`src/rtl/csc_defines.svh`:
```
// constants of the cyclic stream channel: byte layouts, window sizes, codes
// assumes one bus exchange per cyc_en pulse; included by bare name
// How it works
// - on interruption drop the unfinished message, keep every completed message
// - output and input channels synchronize and run independently of each other
// - transmit window contents are ignored while the output channel is unsynced
// - during output sync the counter and request are copied into echo and confirm
// - final output sync step: module raises out_link_confirm
// - module starts input sync by loading 000 and clearing in_link_req
// - module waits echo 000 confirm 0, increments, then waits echo 001 confirm 0
// - on echo 001 module raises in_link_req, then waits for confirm 1
// - first header byte sits in byte 0 of the first sequence, one per segment
// - next header position is header position plus one plus chunk_len
// - segment plus header fits one window, chunk_len at most width minus one
// - with nothing pending the transmitter sends an idle header of value 0
// - header: chunk_len bits 0-5, next_header_place bit 6, final_chunk_flag bit 7
// - handshake low nibble: counter and request; high nibble: echo and confirm
// - sender increments its counter after each new sequence; receiver echoes it
`ifndef CSC_DEFINES_SVH
`define CSC_DEFINES_SVH
`define CSC_TX_WIN 7
`define CSC_RX_WIN 7
`define CSC_HS_CNT_LSB 0
`define CSC_HS_CNT_MSB 2
`define CSC_HS_REQ_BIT 3
`define CSC_HS_ECHO_LSB 4
`define CSC_HS_ECHO_MSB 6
`define CSC_HS_CONF_BIT 7
`define CSC_HDR_LEN_LSB 0
`define CSC_HDR_LEN_MSB 5
`define CSC_HDR_NEXT_BIT 6
`define CSC_HDR_FINAL_BIT 7
`define CSC_IDLE_HEADER 8'h00
`define CSC_SEQ_ZERO 3'h0
`define CSC_SEQ_ONE 3'h1
`endif

```
`src/rtl/csc_pkg.sv`:
```
// types of the cyclic stream channel: sync states and the state record
// assumes csc_defines.svh sets the window widths
`include "csc_defines.svh"
package csc_pkg;
   typedef enum logic [0:0] {OS_UNSYNC, OS_RUN} csc_out_e;
   typedef enum logic [1:0] {IS_RESET, IS_STEP, IS_REQ, IS_RUN} csc_in_e;
   typedef logic [`CSC_TX_WIN-1:0][7:0] csc_txwin_t;
   typedef logic [`CSC_RX_WIN-1:0][7:0] csc_rxwin_t;
   typedef struct packed {
      csc_out_e out_st;
      logic out_seen_zero;
      logic [2:0] out_echo;
      logic out_confirm;
      csc_txwin_t win;
      logic walking;
      logic [3:0] wpos;
      logic [3:0] hdr_pos;
      logic [5:0] seg_left;
      logic seg_final;
      logic msg_open;
      logic [7:0] rx_data;
      logic rx_valid;
      logic rx_last;
      logic rx_drop;
      csc_in_e in_st;
      logic [2:0] in_count;
      logic in_req;
      logic tx_ready;
      logic [5:0] tx_len;
      csc_rxwin_t rwin;
   } csc_state_s;
endpackage : csc_pkg

```
`src/rtl/csc_channel.sv`:
```
// device end of the cyclic stream channel: sync of both directions, header
// parsing of received sequences and segmenting of messages to be sent
// assumes cyc_en pulses once per bus exchange, after new cyclic bytes arrived
`timescale 1ns/1ns
`include "csc_defines.svh"
module csc_channel (
   input wire logic ref_clk,
   input wire logic nrst,
   input wire logic cyc_en,
   input wire logic [7:0] ctrl_handshake_byte,
   input wire csc_pkg::csc_txwin_t tx_window_bytes,
   output logic [7:0] module_handshake_byte,
   output csc_pkg::csc_rxwin_t rx_window_bytes,
   output logic [7:0] user_rx_data,
   output logic user_rx_valid,
   output logic user_rx_last,
   output logic user_rx_drop,
   input wire logic [7:0] user_tx_data,
   input wire logic user_tx_valid,
   input wire logic user_tx_last,
   output logic user_tx_ready,
   output logic out_synced,
   output logic in_synced
);
   csc_pkg::csc_state_s st;
   csc_pkg::csc_state_s next_st;

   // three-bit counter stepped by one, wrapping modulo eight
   function automatic logic [2:0] seq_inc(input logic [2:0] v);
      seq_inc = 3'(v + `CSC_SEQ_ONE);
   endfunction : seq_inc

   logic [2:0] c_out_count;
   logic c_out_req;
   logic [2:0] c_in_echo;
   logic c_in_conf;
   logic [7:0] c_byte;

   // split the controller handshake byte into its two nibbles
   assign c_out_count = ctrl_handshake_byte[`CSC_HS_CNT_MSB:`CSC_HS_CNT_LSB];
   assign c_out_req = ctrl_handshake_byte[`CSC_HS_REQ_BIT];
   assign c_in_echo = ctrl_handshake_byte[`CSC_HS_ECHO_MSB:`CSC_HS_ECHO_LSB];
   assign c_in_conf = ctrl_handshake_byte[`CSC_HS_CONF_BIT];
   assign c_byte = st.win[st.wpos[2:0]];

   // next state: the two directions are handled by separate sections
   always_comb begin
      next_st = st;
      next_st.rx_valid = 1'b0;
      next_st.rx_last = 1'b0;
      next_st.rx_drop = 1'b0;

      // output direction, controller to module; independent of input side
      unique case (st.out_st)
         csc_pkg::OS_UNSYNC: begin
            if (cyc_en) begin
               next_st.out_echo = c_out_count;
               next_st.out_confirm = c_out_req;
               if (c_out_count == `CSC_SEQ_ZERO && !c_out_req) begin
                  next_st.out_seen_zero = 1'b1;
               end
               if (st.out_seen_zero && c_out_count == `CSC_SEQ_ONE && !c_out_req) begin
                  next_st.out_confirm = 1'b1;
                  next_st.out_st = csc_pkg::OS_RUN;
               end
            end
         end
         csc_pkg::OS_RUN: begin
            if (cyc_en && (!c_out_req || (!st.walking && c_out_count != st.out_echo
                  && c_out_count != seq_inc(st.out_echo)))) begin
               // request dropped or counter jumped: resync, drop open message
               next_st.out_st = csc_pkg::OS_UNSYNC;
               next_st.out_seen_zero = 1'b0;
               next_st.out_confirm = 1'b0;
               next_st.out_echo = c_out_count;
               next_st.walking = 1'b0;
               next_st.msg_open = 1'b0;
               next_st.rx_drop = st.msg_open;
            end else if (st.walking) begin
               // walk the latched window one byte per clock
               if (st.wpos == st.hdr_pos) begin
                  next_st.seg_left = c_byte[`CSC_HDR_LEN_MSB:`CSC_HDR_LEN_LSB];
                  next_st.seg_final = c_byte[`CSC_HDR_FINAL_BIT];
                  if (c_byte[`CSC_HDR_NEXT_BIT]) begin
                     next_st.hdr_pos = 4'(st.wpos + 4'h1 + c_byte[`CSC_HDR_LEN_MSB:`CSC_HDR_LEN_LSB]);
                  end else begin
                     next_st.hdr_pos = 4'hf; // next header opens the next sequence
                  end
               end else if (st.seg_left != 6'h00) begin
                  next_st.seg_left = 6'(st.seg_left - 6'h01);
                  next_st.rx_data = c_byte;
                  next_st.rx_valid = 1'b1;
                  next_st.msg_open = 1'b1;
                  if (st.seg_left == 6'h01 && st.seg_final) begin
                     next_st.rx_last = 1'b1; // message complete, hand it on
                     next_st.msg_open = 1'b0;
                  end
               end
               if (st.wpos == 4'(`CSC_TX_WIN - 1)) begin
                  next_st.walking = 1'b0;
                  next_st.out_echo = seq_inc(st.out_echo);
               end else begin
                  next_st.wpos = 4'(st.wpos + 4'h1);
               end
            end else if (cyc_en && c_out_count == seq_inc(st.out_echo)) begin
               // new sequence: take the window only now that the channel runs
               next_st.win = tx_window_bytes;
               next_st.walking = 1'b1;
               next_st.wpos = 4'h0;
               next_st.hdr_pos = 4'h0;
               next_st.seg_left = 6'h00;
            end
         end
      endcase

      // input direction, module to controller
      unique case (st.in_st)
         csc_pkg::IS_RESET: begin
            next_st.in_count = `CSC_SEQ_ZERO;
            next_st.in_req = 1'b0;
            next_st.tx_ready = 1'b0;
            if (cyc_en && c_in_echo == `CSC_SEQ_ZERO && !c_in_conf) begin
               next_st.in_count = `CSC_SEQ_ONE;
               next_st.in_st = csc_pkg::IS_STEP;
            end
         end
         csc_pkg::IS_STEP: begin
            if (cyc_en && c_in_echo == `CSC_SEQ_ONE && !c_in_conf) begin
               next_st.in_req = 1'b1;
               next_st.in_st = csc_pkg::IS_REQ;
            end
         end
         csc_pkg::IS_REQ: begin
            if (cyc_en && c_in_conf) begin
               next_st.in_st = csc_pkg::IS_RUN;
            end
         end
         csc_pkg::IS_RUN: begin
            if (cyc_en && !c_in_conf) begin
               // confirm withdrawn: restart sync, abandon the sequence being built
               next_st.in_st = csc_pkg::IS_RESET;
               next_st.in_count = `CSC_SEQ_ZERO;
               next_st.in_req = 1'b0;
               next_st.tx_ready = 1'b0;
            end else if (st.tx_ready) begin
               if (user_tx_valid) begin
                  next_st.rwin[4'(st.tx_len) + 4'h1] = user_tx_data;
                  if (user_tx_last || st.tx_len == 6'(`CSC_RX_WIN - 2)) begin
                     // segment closed: header in byte 0, then publish the sequence
                     next_st.rwin[0] = {user_tx_last, 1'b0, 6'(st.tx_len + 6'h01)};
                     next_st.in_count = seq_inc(st.in_count);
                     next_st.tx_ready = 1'b0;
                  end else begin
                     next_st.tx_len = 6'(st.tx_len + 6'h01);
                  end
               end
            end else if (c_in_echo == st.in_count) begin
               // last sequence acknowledged: stand by or start a new segment
               next_st.rwin[0] = `CSC_IDLE_HEADER;
               if (user_tx_valid) begin
                  next_st.tx_ready = 1'b1;
                  next_st.tx_len = 6'h00;
               end
            end
         end
      endcase
   end

   // state register, synchronous active-low reset
   always_ff @(posedge ref_clk) begin
      if (!nrst) begin
         st <= '0; // unsynced both ways, counters 000, idle header
      end else begin
         st <= next_st;
      end
   end

   // outputs straight from the state register
   assign module_handshake_byte = {st.out_confirm, st.out_echo, st.in_req, st.in_count};
   assign rx_window_bytes = st.rwin;
   assign user_rx_data = st.rx_data;
   assign user_rx_valid = st.rx_valid;
   assign user_rx_last = st.rx_last;
   assign user_rx_drop = st.rx_drop;
   assign user_tx_ready = st.tx_ready;
   assign out_synced = (st.out_st == csc_pkg::OS_RUN);
   assign in_synced = (st.in_st == csc_pkg::IS_RUN);
endmodule : csc_channel

```
`config.mk`:
```
export PLATFORM = sky130hd
export DESIGN_NAME = csc_channel
export DESIGN_NICKNAME = d
export VERILOG_FILES = /design/src/rtl/csc_pkg.sv /design/src/rtl/csc_channel.sv
export VERILOG_INCLUDE_DIRS = /design/src /design/src/rtl
export SDC_FILE = /design/constraint.sdc
export NUM_CORES = 1
export LEC_CHECK = 0
export BUFFER_PORTS_ARGS = -buffer_cell sky130_fd_sc_hd__buf_2
export CELL_PAD_IN_SITES_DETAIL_PLACEMENT = 1
export CELL_PAD_IN_SITES_GLOBAL_PLACEMENT = 1
export CORE_MARGIN = 4
export CORE_UTILIZATION = 27
export CTS_CLUSTER_DIAMETER = 50
export DETAILED_ROUTE_END_ITERATION = 8
export PLACE_DENSITY_LB_ADDON = 0.25
export SETUP_SLACK_MARGIN = 0.3
export SYNTH_ARGS = -nofsm -noshare
export SYNTH_HDL_FRONTEND = slang
export SYNTH_SLANG_ARGS = --single-unit
```
`constraint.sdc`:
```
create_clock -name ref_clk -period 4.3 [get_ports ref_clk]
set_clock_uncertainty 0.05 [all_clocks]
set_input_delay 0.43 -clock ref_clk [delete_from_list [all_inputs] [get_ports ref_clk]]
set_output_delay 0.43 -clock ref_clk [all_outputs]
set_load 0.1 [all_outputs]
```
**Yosys cells after proc, flatten, opt, wreduce, memory -nomap -nowiden**

Index checks and enable logic that the tools add are counted.

- Bits in registers: 159
- Output and inout port bits: 78

- Add/subtract/negate cells: 8
- Order comparisons: 3
- Equality and inequality tests: 32
- Multiplexer cells: 54
- Bitwise logic cells: 7
- Reduce and logical (&&, ||, !) cells: 49

Operators with widths:

| cell | number |
|---|---|
| $mux 63 | 1 |
| $bwmux 56 | 1 |
| $mux 8 | 5 |
| $reduce_and 4->1 | 10 |
| $mux 11 | 3 |
| $mux 15 | 2 |
| $bmux 8 s3 | 1 |
| $demux 8 s3 | 1 |
| $mux 6 | 4 |
| $mux 3 | 7 |
| $mux 7 | 3 |
| $ne 2x2->1 const B | 10 |
| $logic_and 1x1->1 | 15 |
| $mux 1 | 13 |
| $add 4x1->4 const B | 3 |
| $mux 4 | 3 |
| $ne 3x1->1 const B | 4 |
| $pmux 6 s2 | 1 |
| $reduce_and 3->1 | 4 |
| $reduce_bool 2->1 | 5 |
| $mux 2 | 4 |
| $pmux 2 s4 | 1 |
| $not 1->1 | 7 |
| $add 3x1->3 const B | 2 |
| other kinds (32) | 43 |

**Logic depth before layout (Yosys ltp)**

Gate-level depths: netlist of the first run.

- Depth after elaboration: 11
- Gate-level depth with buffers: 12
- Depth with buffers taken out: 10

**Least setup slack after synthesis of the first run**

OpenSTA, ideal clock, no wires.

- Path type: register -> register
- From: reg st[67] in the netlist's numbering
- To: reg st (netlist bit rx_window_bytes[40])
- Arrival: 2556 ps
- Data required time: 4122 ps
- Setup slack: 1566 ps
- Cell stages (with the launch flop): 6
- Buffers on the path: 0
- Cell sequence: dfxtp_1 ha_1 nand3_1 nor4_4 mux2i_1 nor2_1

- Longest elaborated chain between the ends: 2

RTL lines:

| element | RTL line | RTL |
|---|---|---|
| start: declaration | csc_channel.sv:25 | `csc_pkg::csc_state_s st;` |
| start signal: assignment | csc_channel.sv:174 | `st <= next_st;` |
| $eq 2x2->1 | - |  |
| via in_synced | csc_channel.sv:23 | `output logic in_synced` |
| $reduce_and 4->1 (no source line) | - |  |

The timed path passes the listed nets, and every way through them passes these cells.
A chain may end at the register's enable or synchronous reset.

**Final worst setup path of the first run**

- From: reg st[92] in the netlist's numbering
- To: reg st[91] in the netlist's numbering

- Longest elaborated chain between the ends: 6
- Elaborated cells on any way between the ends: 10
- Those cells by class: 2 x add/sub; 2 x eq/ne; 5 x mux; 1 x reduce/logical

RTL lines:

| element | RTL line | RTL |
|---|---|---|
| $bmux 8 s3 | csc_channel.sv:44 | `assign c_byte = st.win[st.wpos[2:0]];` |
| $mux 8 (not written as such) | csc_channel.sv:44 |  |
| via c_byte[2] | csc_channel.sv:37 | `logic [7:0] c_byte;` |
| $add 4x4->4 | csc_channel.sv:85 | `` next_st.hdr_pos = 4'(st.wpos + 4'h1 + c_byte[`CSC_HDR_LEN_MSB:`CSC_HDR_LEN_LSB]); `` |
| $mux 4 | csc_channel.sv:84 | `` if (c_byte[`CSC_HDR_NEXT_BIT]) begin `` |
| $mux 4 | csc_channel.sv:81 | `if (st.wpos == st.hdr_pos) begin` |
| $mux 15 | csc_channel.sv:79 | `end else if (st.walking) begin` |

The timed path passes the listed nets, and every way through them passes these cells. The select of a mux whose other input is x is not followed.

==> flow_summary_export.csv, run 1 <==
group,metric,value,unit
run_status,outcome,"completed",
clock_network,clk_pin_slew,0.08,ns
clock_network,cts.repair.resized,0,
synthesis,synth_edf_count,0,
setup_path,worstSetupPathType,"flop to flop",
clock_network,cts_buffer_depth,2,
global_routing,overflow,0,
clock_network,clkLatencyLatePin,0.43,ns
floorplanning,fp.dieArea,0.03295,sq mm
power,combPwrFrac,0.084,
route,via_count,6569,
sta,finalCritPeriodShare,0.6989,
placed_design,hpwl,17.53,mm
clock_network,cts_num_sinks,159,
power,leakage,0.003434,uW
synthesis,syn_nets,1024,
sta,final_max_slew_viol_count,0,
clock_network,cts_setup_buffers,0,
floorplanning,start_util,0.2743,
floorplanning,io_pins,155,
synthesis,netlist_instances,929,
global_routing,grt_util_met3,0.02444,
clock_network,cts_tree,"done",
setup_path,worstPathMaxFanout,14,
sta,rsz0062_at_grt,"no",
min_path,holdCritPathClass,"primary input to flop",
placed_design,placed_cells,1354,
placed_design,numPortBuffers,154,
power,p_per_area,372.6,mW/mm^2
setup_path,crit_required,4.55,ns
setup_path,cp_data_arrival_time,3.26,ns
route,viasPerCell,4.736,
synthesis,synthTopCellsByArea,"dfxtp_1 (39%), mux2i_1 (8.4%), nand2_1 (7.5%)",
global_routing,grt_pass1_wl,38.59,mm
final_layout,layout_commonest_cell,"nand2_1",
floorplanning,die_x,181.5,um
final_layout,final_cell_count_no_fill,1387,
synthesis,synth_area,0.008130,sq mm
synthesis,ys_ff_latch,159,
global_routing,grt_use_met2,0.2215,
floorplanning,core_area,0.02964,sq mm
global_routing,grt-busiest-layer,"met2",
synthesis,netlist.area_leader.share,0.3915,
sta,worstMarginPinSlew,1.066,ns
clock_network,numCtsBuffers,17,
global_routing,track_usage,0.1450,
placed_design,globalplace.congestion,0.7633,
clock_network,htree_levels,4,
synthesis,synth_flop_cell,"dfxtp_1",
route,antenna_left,0,
power,p_int,2528,uW
synthesis,yosysUniqueCellTypes,80,
sta,fin_crit,3.005,ns
power,power.switching,937.8,uW
synthesis,avgSynthCellArea,8.752,sq um
global_routing,grt_pass1_vias,6722,
global_routing,grt_max_degree,57,
job,max-cap-violations,0,
setup_path,max_stage_delay,0.66,ns
global_routing,grtUsageMet1,0.2076,
global_routing,antenna_found_initial,1,
route,first_pass_iters,4,
final_layout,syn_to_final_growth,14.40,%
synthesis,yosysTopAreaCell,"dfxtp_1",
setup_path,crit_family,"simple AND/OR/NAND/NOR gates",
setup_path,end_kind,"flop",
clock_network,root_buffer,"clkbuf_16",
setup_path,crit_chain,"buf_4, mux2i_1, o221ai_1, o21a_1, ha_1, and3b_1, or3_1, o211ai_1, nor3b_1, o22ai_1",
sta,fmax,332.7,MHz
setup_path,critPathLaunchType,"flop",
final_layout,final_cell_mix,"nand2_1 (162), dfxtp_1 (159), buf_2 (154)",
floorplanning,chipHeight,181.5,um
min_path,min-delay-start,"tx_window_bytes[19]",
clock_network,hold_buffers,0,
route,drc,0,
synthesis,yosysWarnings,0,
sta,setup_viol,0,
power,p_sw_frac,0.2706,
power,ir_drop,0.2581,mV
floorplanning,rows,63,
power,p_clk_frac,0.483,
setup_path,path_buf_inv,1,
setup_path,cp_slowest_cell,"dfxtp_1",
sta,finalSetupTns,0,ns
synthesis,ys_seq_area_frac,0.3915,
setup_path,worstReg2RegStart,"st[92]",
sta,finalHoldViolCount,0,
sta,relSlewSlack,0.2892,
final_layout,final_layout_size_suffix_gt1_frac,0.2299,
route,routed_wirelength,23.91,mm
final_layout,final_nets,1078,
power,power.share.sequential,0.433,
setup_path,crit_start,"st[92]",
route,drtIter0Drc,280,
synthesis,synthArstFlopShare,0,
route,wl_per_cell,17.24,um
-- tightest hold or removal path, cell delays in order --
cell	delay, ns
buf_2	0.10
nand2_1	0.05
a21oi_1	0.05
-- worst paths after layout --
path	endpoint	slack [ns]	cells after the start
worst min-delay path	st[116]	0.17	3
worst min register to register	st[137]	0.41	2
worst max register to register	st[91]	1.29	10
worst max-delay path	st[91]	1.29	10
-- synthesized netlist by cell type, drive strengths merged (3+ instances only) --
| cell type | instances |
|---|---|
| nor3 | 12 |
| a311oi | 3 |
| o221ai | 7 |
| o41ai | 3 |
| o31ai | 4 |
| a21boi | 3 |
| nor2b | 7 |
| dfxtp | 159 |
| o211ai | 5 |
| a21o | 6 |
| nand3b | 5 |
| nor2 | 69 |
| nand3 | 21 |
| and2 | 7 |
| nor4 | 8 |
| xor2 | 10 |
| ha | 17 |
| a32oi | 5 |
| a211oi | 11 |
| buf | 96 |
| o22ai | 12 |
| inv | 20 |
| or3 | 3 |
| a21oi | 77 |
| o32ai | 3 |
| mux4 | 7 |
| o21ai | 20 |
| nand4 | 8 |
| nand2 | 162 |
| clkbuf | 32 |
| xnor2 | 10 |
| a22oi | 4 |
| and4b | 3 |
| mux2i | 68 |
| o21a | 8 |
| a31oi | 6 |
-- area by class of cell --
| cell class | instances | area [sq um] |
|---|---|---|
| well taps | 390 | 488.0 |
| inverters | 20 | 77.57 |
| clock inverters | 15 | 211.5 |
| diodes | 1 | 2.502 |
| clock buffers | 17 | 425.4 |
| repair buffers | 163 | 838.3 |
| fillers | 3571 | 20340 |
| flip-flops and latches | 159 | 3183 |
| multi-input cells | 622 | 4075 |
-- logic make-up (layout without fill, tap and decap cells) --
| kind of cell | after synthesis | count (layout) | share of synthesized area |
|---|---|---|---|
| AOI/OAI and AO/OA | 187 | 187 | 0.1513 |
| xor gates and xnor gates | 21 | 21 | 0.02755 |
| muxes | 75 | 75 | 0.1031 |
| and+or+nand+nor | 321 | 321 | 0.1890 |
| adders and majority gates | 18 | 18 | 0.02862 |
| buffers and inverters | 148 | 215 | 0.1090 |
| other | 0 | 1 | 0 |
| DFF | 159 | 159 | 0.3915 |
-- stage by stage --
stage	worst slack [ns]	utilization	power, uW	instance area, sq um	hold slack [ns]
finish	1.295	0.3138	3465	9301	0.1692
global route	1.040	0.3138	3616	9301	0.1657
CTS	1.248	0.3137	3530	9299	0.1532
detailed placement	1.305	0.2923	1828	8662	0.3990
global placement	1.357	0.2923	1825	8662	0.3947
floorplan	1.566	-	1732	8130	0.3788
-- registers in the layout, indices dropped and copies added, names as in the netlist, 8 cells and up --
register and count:
st 82, rx_window_bytes 56, module_handshake_byte 8, user_rx_data 8
-- power groups by stage --
stage	Combinational [uW]	Clock (uW)	Sequential [uW]
after floorplan	200	0	1530
after global placement	291	0	1530
after detailed placement	294	0	1530
after CTS	295	1730	1500
after global routing	320	1790	1500
final	292	1670	1500
-- routing by layer --
| layer | vias up | routed length (um) |
|---|---|---|
| li1 | 3283 | - |
| met1 | 3156 | 12140 |
| met2 | 114 | 10820 |
| met3 | 16 | 691 |
| met4 | 0 | 265 |
| met5 | - | 0 |
No activity file was read; power rests on OpenSTA's default activity.
==> run 2, diff against run 1 <==
--- a/config.mk
+++ b/config.mk
@@ -6,6 +6,7 @@
 export SDC_FILE = /design/constraint.sdc
 export NUM_CORES = 1
 export LEC_CHECK = 0
+export ABC_AREA = 1
 export BUFFER_PORTS_ARGS = -buffer_cell sky130_fd_sc_hd__buf_2
 export CELL_PAD_IN_SITES_DETAIL_PLACEMENT = 1
 export CELL_PAD_IN_SITES_GLOBAL_PLACEMENT = 1
==> constraint.sdc (replaced) <==
create_clock -name ref_clk -period 2.5 [get_ports ref_clk]
set_clock_uncertainty 0.05 [all_clocks]
set_input_delay 0.25 -clock ref_clk [delete_from_list [all_inputs] [get_ports ref_clk]]
set_output_delay 0.25 -clock ref_clk [all_outputs]
set_load 0.1 [all_outputs]
==> run 2 against run 1 <==
Net effect:
- combinational power grew to 2.5 times the previous value
- hold slack lost 0.11 ns
- clock power grew 62%
- non-clock buffer count grew 53
- sequential power grew 74%
- first-iteration DRC count grew 41%
- die area grew 3.1%
- final cell count grew 27%
- largest cell class unchanged
==> flow_summary_export.csv, run 2 <==
group,metric,value,unit
clock_network,numCtsBuffers,17,
sta,timing.final.ws_setup,0.3416,ns
sta,fmax,463.3,MHz
clock_network,root_buffer,"clkbuf_16",
route,viasPerCell,4.467,
setup_path,cp_data_arrival_time,2.46,ns
sta,final_max_slew_viol_count,0,
floorplanning,io_pins,155,
synthesis,syn_nets,1340,
global_routing,overflow,0,
sta,rsz0062_at_grt,"yes",
job,max-cap-violations,0,
placed_design,hpwl,18.86,mm
global_routing,antenna_found_initial,1,
floorplanning,die_x,184.3,um
sta,setup_viol,0,
final_layout,regMostFlops,"st",
final_layout,antenna_cells,0,
clock_network,cts_num_sinks,159,
final_layout,largest_reg_flops,82,
placed_design,globalplace.congestion,0.7701,
clock_network,cts_buffer_depth,2,
setup_path,end_kind,"flop",
sta,finalCritPeriodShare,0.8633,
route,first_pass_iters,5,
power,p_per_area,589.1,mW/mm^2
synthesis,ys_seq_area_frac,0.3791,
floorplanning,chipHeight,184.3,um
run_status,outcome,"completed",
synthesis,yosysWarnings,0,
global_routing,grt_pass1_wl,42.46,mm
clock_network,clkLatencyLatePin,0.43,ns
power,ir_drop,0.4326,mV
setup_path,worstPathMaxFanout,8,
synthesis,synth_flop_cell,"dfxtp_1",
min_path,holdCritPathClass,"primary input to flop",
sta,worstMarginPinSlew,0.5360,ns
setup_path,critPathLaunchType,"flop",
synthesis,synth_common_cells,"nand2_1 (290), nor2_1 (193), dfxtp_1 (159)",
clock_network,clk_pin_slew,0.08,ns
final_layout,layout_commonest_cell,"nand2_1",
synthesis,yosysUniqueCellTypes,37,
route,drc,0,
synthesis,synth_edf_count,0,
synthesis,yosysTopAreaCell,"dfxtp_1",
synthesis,netlist_instances,1245,
synthesis,synthTopCellsByArea,"dfxtp_1 (38%), nand2_1 (13%), nor2_1 (8.6%)",
route,via_count,7879,
global_routing,track_usage,0.1522,
placed_design,numPortBuffers,154,
route,routed_wirelength,25.98,mm
sta,fin_crit,2.158,ns
clock_network,htree_levels,4,
floorplanning,fp.dieArea,0.03398,sq mm
final_layout,final_layout_size_suffix_gt1_frac,0.2281,
synthesis,yosysMostFrequentCell,"nand2_1",
final_layout,final_nets,1450,
floorplanning,start_util,0.2737,
route,drtIter0Drc,396,
sta,finalHoldViolCount,0,
clock_network,cts_tree,"done",
placed_design,dp_slack,0.04754,ns
global_routing,grt_pass1_vias,8176,
final_layout,syn_to_final_growth,22.12,%
synthesis,ys_ff_latch,159,
sta,finalSetupTns,0,ns
route,antenna_left,0,
floorplanning,rows,64,
global_routing,grt_max_degree,99,
floorplanning,core_area,0.03067,sq mm
synthesis,synth_area,0.008396,sq mm
synthesis,avgSynthCellArea,6.743,sq um
synthesis,netlist.area_leader.share,0.3791,
power,leakage,0.004714,uW
synthesis,synthArstFlopShare,0,
sta,relSlewSlack,0.6389,
route,wl_per_cell,14.73,um
setup_path,worstSetupPathType,"flop to flop",
setup_path,crit_required,2.80,ns
final_layout,final_cell_mix,"nand2_1 (284), nor2_1 (190), buf_2 (154)",
## run 2: cell count changes in the layout (fill, tap and decap cells not counted), sizes merged, moves of 11 or more
cell / change
nand2: +131
nor2: +128
inv: +121
mux2i: -68
nand3: +67
o21ai: +54
buf: +51
a211oi: -11
## run 2: what timing repair did
item	in CTS	in global routing
pin swaps	1	17
setup endpoints to repair	96	144
cloned	0	3
gates resized for setup	24	58
hold buffers	0	0
setup buffers	5	15
## run 2: report_power, final
group | total (uW) | internal, uW | switching (uW)
combinational | 733 | 210 | 523
clock | 2700 | 1460 | 1240
sequential | 2610 | 2570 | 42.9
total | 6040 | 4230 | 1810
## run 2: worst max-delay path: stages (launching register included)
cell and delay, ns:
dfxtp_4 0.41, buf_8 0.14, o21ai_2 0.06, o22ai_2 0.16, inv_1 0.08, o21ai_2 0.18
inv_2 0.06, ha_4 0.16, fa_2 0.33, xor2_1 0.16, nand2_1 0.06, nand4_1 0.10
a21oi_2 0.13
## run 2: routing by layer
layer  vias up  track usage  wire, um
met5         -            0        13
met4         2      0.02751       152
met3        13      0.03039      1121
met2       122       0.2356     11450
met1      3693       0.2220     13240
li1       4049            -         -
## run 2: logic make-up after synthesis
family / after synthesis / share of synthesized area
compound gates: 170 / 0.1063
xor+xnor: 20 / 0.02176
fa+ha+maj: 18 / 0.02772
buf+inv: 269 / 0.1648
flops: 159 / 0.3791
simple gates: 609 / 0.3003
## run 2: cell type report
class	count	area, sq um
clock inverter	14	165.2
clock buffer	18	439.2
fill	3871	20420
tap	396	495.5
sequential	159	3202
multi-input combinational	817	3999
timing repair buffer	216	1398
inverter	144	554.3
## run 2: worst paths after layout
kind / to / from / depth (start not counted) / slack (ns)
setup / recovery: st[90] / st[92] / 12 / 0.34
hold / removal: st[135] / tx_window_bytes[38] / 5 / 0.06
setup reg to reg: st[90] / st[92] / 12 / 0.34
hold reg to reg: rx_window_bytes[51] / rx_window_bytes[51] / 2 / 0.40
## run 2: metrics by stage
| stage | hold WS [ns] | instance area (sq um) | cells | utilization | power (uW) |
|---|---|---|---|---|---|
| final | 0.05781 | 10250 | 1764 | 0.3343 | 6039 |
| after CTS | 0.04617 | 9874 | 1746 | 0.3220 | 6098 |
| after global routing | 0.06293 | 10250 | 1764 | 0.3343 | 6333 |
| after floorplan | 0.3644 | 8426 | 1245 | - | 3185 |
| after detailed placement | 0.3901 | 9166 | 1709 | 0.2989 | 3384 |
| after global placement | 0.3809 | 9166 | 1709 | 0.2989 | 3372 |
==> run 3, diff against run 2 <==
--- a/config.mk
+++ b/config.mk
@@ -15,6 +15,7 @@
 export CTS_CLUSTER_DIAMETER = 50
 export DETAILED_ROUTE_END_ITERATION = 8
 export PLACE_DENSITY_LB_ADDON = 0.25
+export RECOVER_POWER = 25
 export SETUP_SLACK_MARGIN = 0.3
 export SYNTH_ARGS = -nofsm -noshare
 export SYNTH_HDL_FRONTEND = slang
==> run 3 against run 2 <==
Net effect:
- sequential share of layout area is 0.22 points higher
- register-to-register slack barely moved
- final cell count did not move
- critical path type unchanged
- largest cell class unchanged
==> flow_summary_export.csv, run 3 (synthesized netlist as in run 2, its figures left out) <==
group,metric,value,unit
run_status,outcome,"completed",
final_layout,layout_commonest_cell,"nand2_1",
sta,worstMarginPinSlew,1.233,ns
sta,fmax,464.3,MHz
setup_path,worstSetupPathType,"flop to flop",
setup_path,crit_chain,"buf_8, o21ai_2, o22ai_2, inv_1, o21ai_2, inv_2, ha_4, fa_2, xor2_1, nand2_1, nand4_1, a21oi_2",
clock_network,htree_levels,4,
clock_network,cts_buffer_depth,2,
power,p_sw_frac,0.2995,
final_layout,syn_to_final_growth,21.25,%
route,drc,0,
placed_design,hpwl,18.86,mm
global_routing,antenna_found_initial,1,
global_routing,overflow,0,
power,combPwrFrac,0.121,
setup_path,cp_common_cell,"o21ai_2",
power,p_per_area,593.3,mW/mm^2
final_layout,largest_reg_flops,82,
global_routing,grt_pass1_vias,8176,
floorplanning,fp.dieArea,0.03398,sq mm
floorplanning,core_area,0.03067,sq mm
sta,final_max_slew_viol_count,0,
clock_network,hold_buffers,0,
sta,relSlewSlack,0.1816,
power,leakage,0.004458,uW
route,via_count,7845,
power,ir_drop,0.4340,mV
power,power.switching,1809,uW
final_layout,regMostFlops,"st",
sta,rsz0062_at_grt,"yes",
job,max-cap-violations,0,
setup_path,max_stage_delay,0.41,ns
sta,finalHoldViolCount,0,
setup_path,critPathLaunchType,"flop",
placed_design,globalplace.congestion,0.7701,
sta,setup_viol,0,
setup_path,cp_slowest_cell,"dfxtp_4",
final_layout,nFillCells,3875,
global_routing,track_usage,0.1522,
sta,hold_slack,0.05612,ns
floorplanning,rows,64,
power,p_clk_frac,0.447,
floorplanning,die_x,184.3,um
min_path,holdCritPathClass,"primary input to flop",
route,antenna_left,0,
route,first_pass_iters,5,
global_routing,grt_max_degree,99,
placed_design,numPortBuffers,154,
sta,fin_crit,2.154,ns
setup_path,crit_family,"compound AO/OA/AOI/OAI gates",
clock_network,numCtsBuffers,17,
global_routing,grt_pass1_wl,42.46,mm
setup_path,end_kind,"flop",
floorplanning,io_pins,155,
clock_network,cts_num_sinks,159,
clock_network,cts_tree,"done",
floorplanning,chipHeight,184.3,um
setup_path,worstPathMaxFanout,8,
setup_path,cp_data_arrival_time,2.46,ns
sta,finalSetupTns,0,ns
final_layout,final_layout_size_suffix_gt1_frac,0.1857,
setup_path,crit_required,2.80,ns
final_layout,antenna_cells,0,
final_layout,final_nets,1450,
final_layout,final_cell_mix,"nand2_1 (284), nor2_1 (190), dfxtp_1 (150)",
sta,finalCritPeriodShare,0.8614,
power,power.share.sequential,0.432,
power,p_int,4231,uW
final_layout,post-route-util,0.3319,
floorplanning,start_util,0.2737,
route,drtIter0Drc,402,
clock_network,root_buffer,"clkbuf_16",
clock_network,clkLatencyLatePin,0.43,ns
route,wl_per_cell,14.75,um
route,viasPerCell,4.447,
setup_path,path_buf_inv,3,
power,power,6040,uW
clock_network,clk_pin_slew,0.08,ns
route,routed_wirelength,26.02,mm
-- run 3: final cells by class --
class                           instances  area, sq um  area share
Multi-Input combinational cell        817         3999      0.3928
Sequential cell                       159         3202      0.3145
Timing Repair Buffer                  216         1325      0.1302
Inverter                              144        554.3     0.05445
Tap cell                              396        495.5     0.04867
Clock buffer                           18        439.2     0.04314
Clock inverter                         14        165.2     0.01622
-- run 3: through the flow --
| stage | setup WS, ns | cells | area (sq um) |
|---|---|---|---|
| 6_report | 0.3464 | 1764 | 10180 |
| 5_1_grt | 0.1794 | 1764 | 10180 |
| 4_1_cts | 0.2467 | 1746 | 9874 |
| 3_5_place_dp | 0.04754 | 1709 | 9166 |
| 3_3_place_gp | 0.1766 | 1709 | 9166 |
| 2_1_floorplan | 0.3013 | 1245 | 8426 |
-- run 3: timing repair --
item / in CTS / in global routing
buffers inserted: 5 / 15
endpoints found under the setup margin: 96 / 144
pin swaps: 1 / 17
gates resized for setup: 24 / 58
cloned: 0 / 3
-- run 3: path summary, 6_finish.rpt --
kind	startpoint	to	slack, ns	cells past startpoint
min	tx_window_bytes[38]	st[135]	0.06	5
max reg2reg	st[92]	st[90]	0.35	12
min reg2reg	rx_window_bytes[51]	rx_window_bytes[51]	0.40	2
max	st[92]	st[90]	0.35	12
-- run 3: layer usage --
layer  track usage  part of all wire
met5             0           0.00050
met3       0.03039             0.046
met4       0.02751            0.0058
met2        0.2356              0.44
met1        0.2220              0.51
-- run 3: power groups by stage --
stage               Sequential (uW)  Combinational (uW)  Clock (uW)
floorplan                      2660                 523           0
global placement               2670                 704           0
detailed placement             2670                 715           0
CTS                            2610                 721        2770
global route                   2610                 830        2890
finish                         2610                 732        2700
-- run 3: worst min-delay path: cells and delay by family --
family / cells / cell delay [ns]
AND/OR/NAND/NOR: 3 / 0.12
buffers and inverters: 2 / 0.13
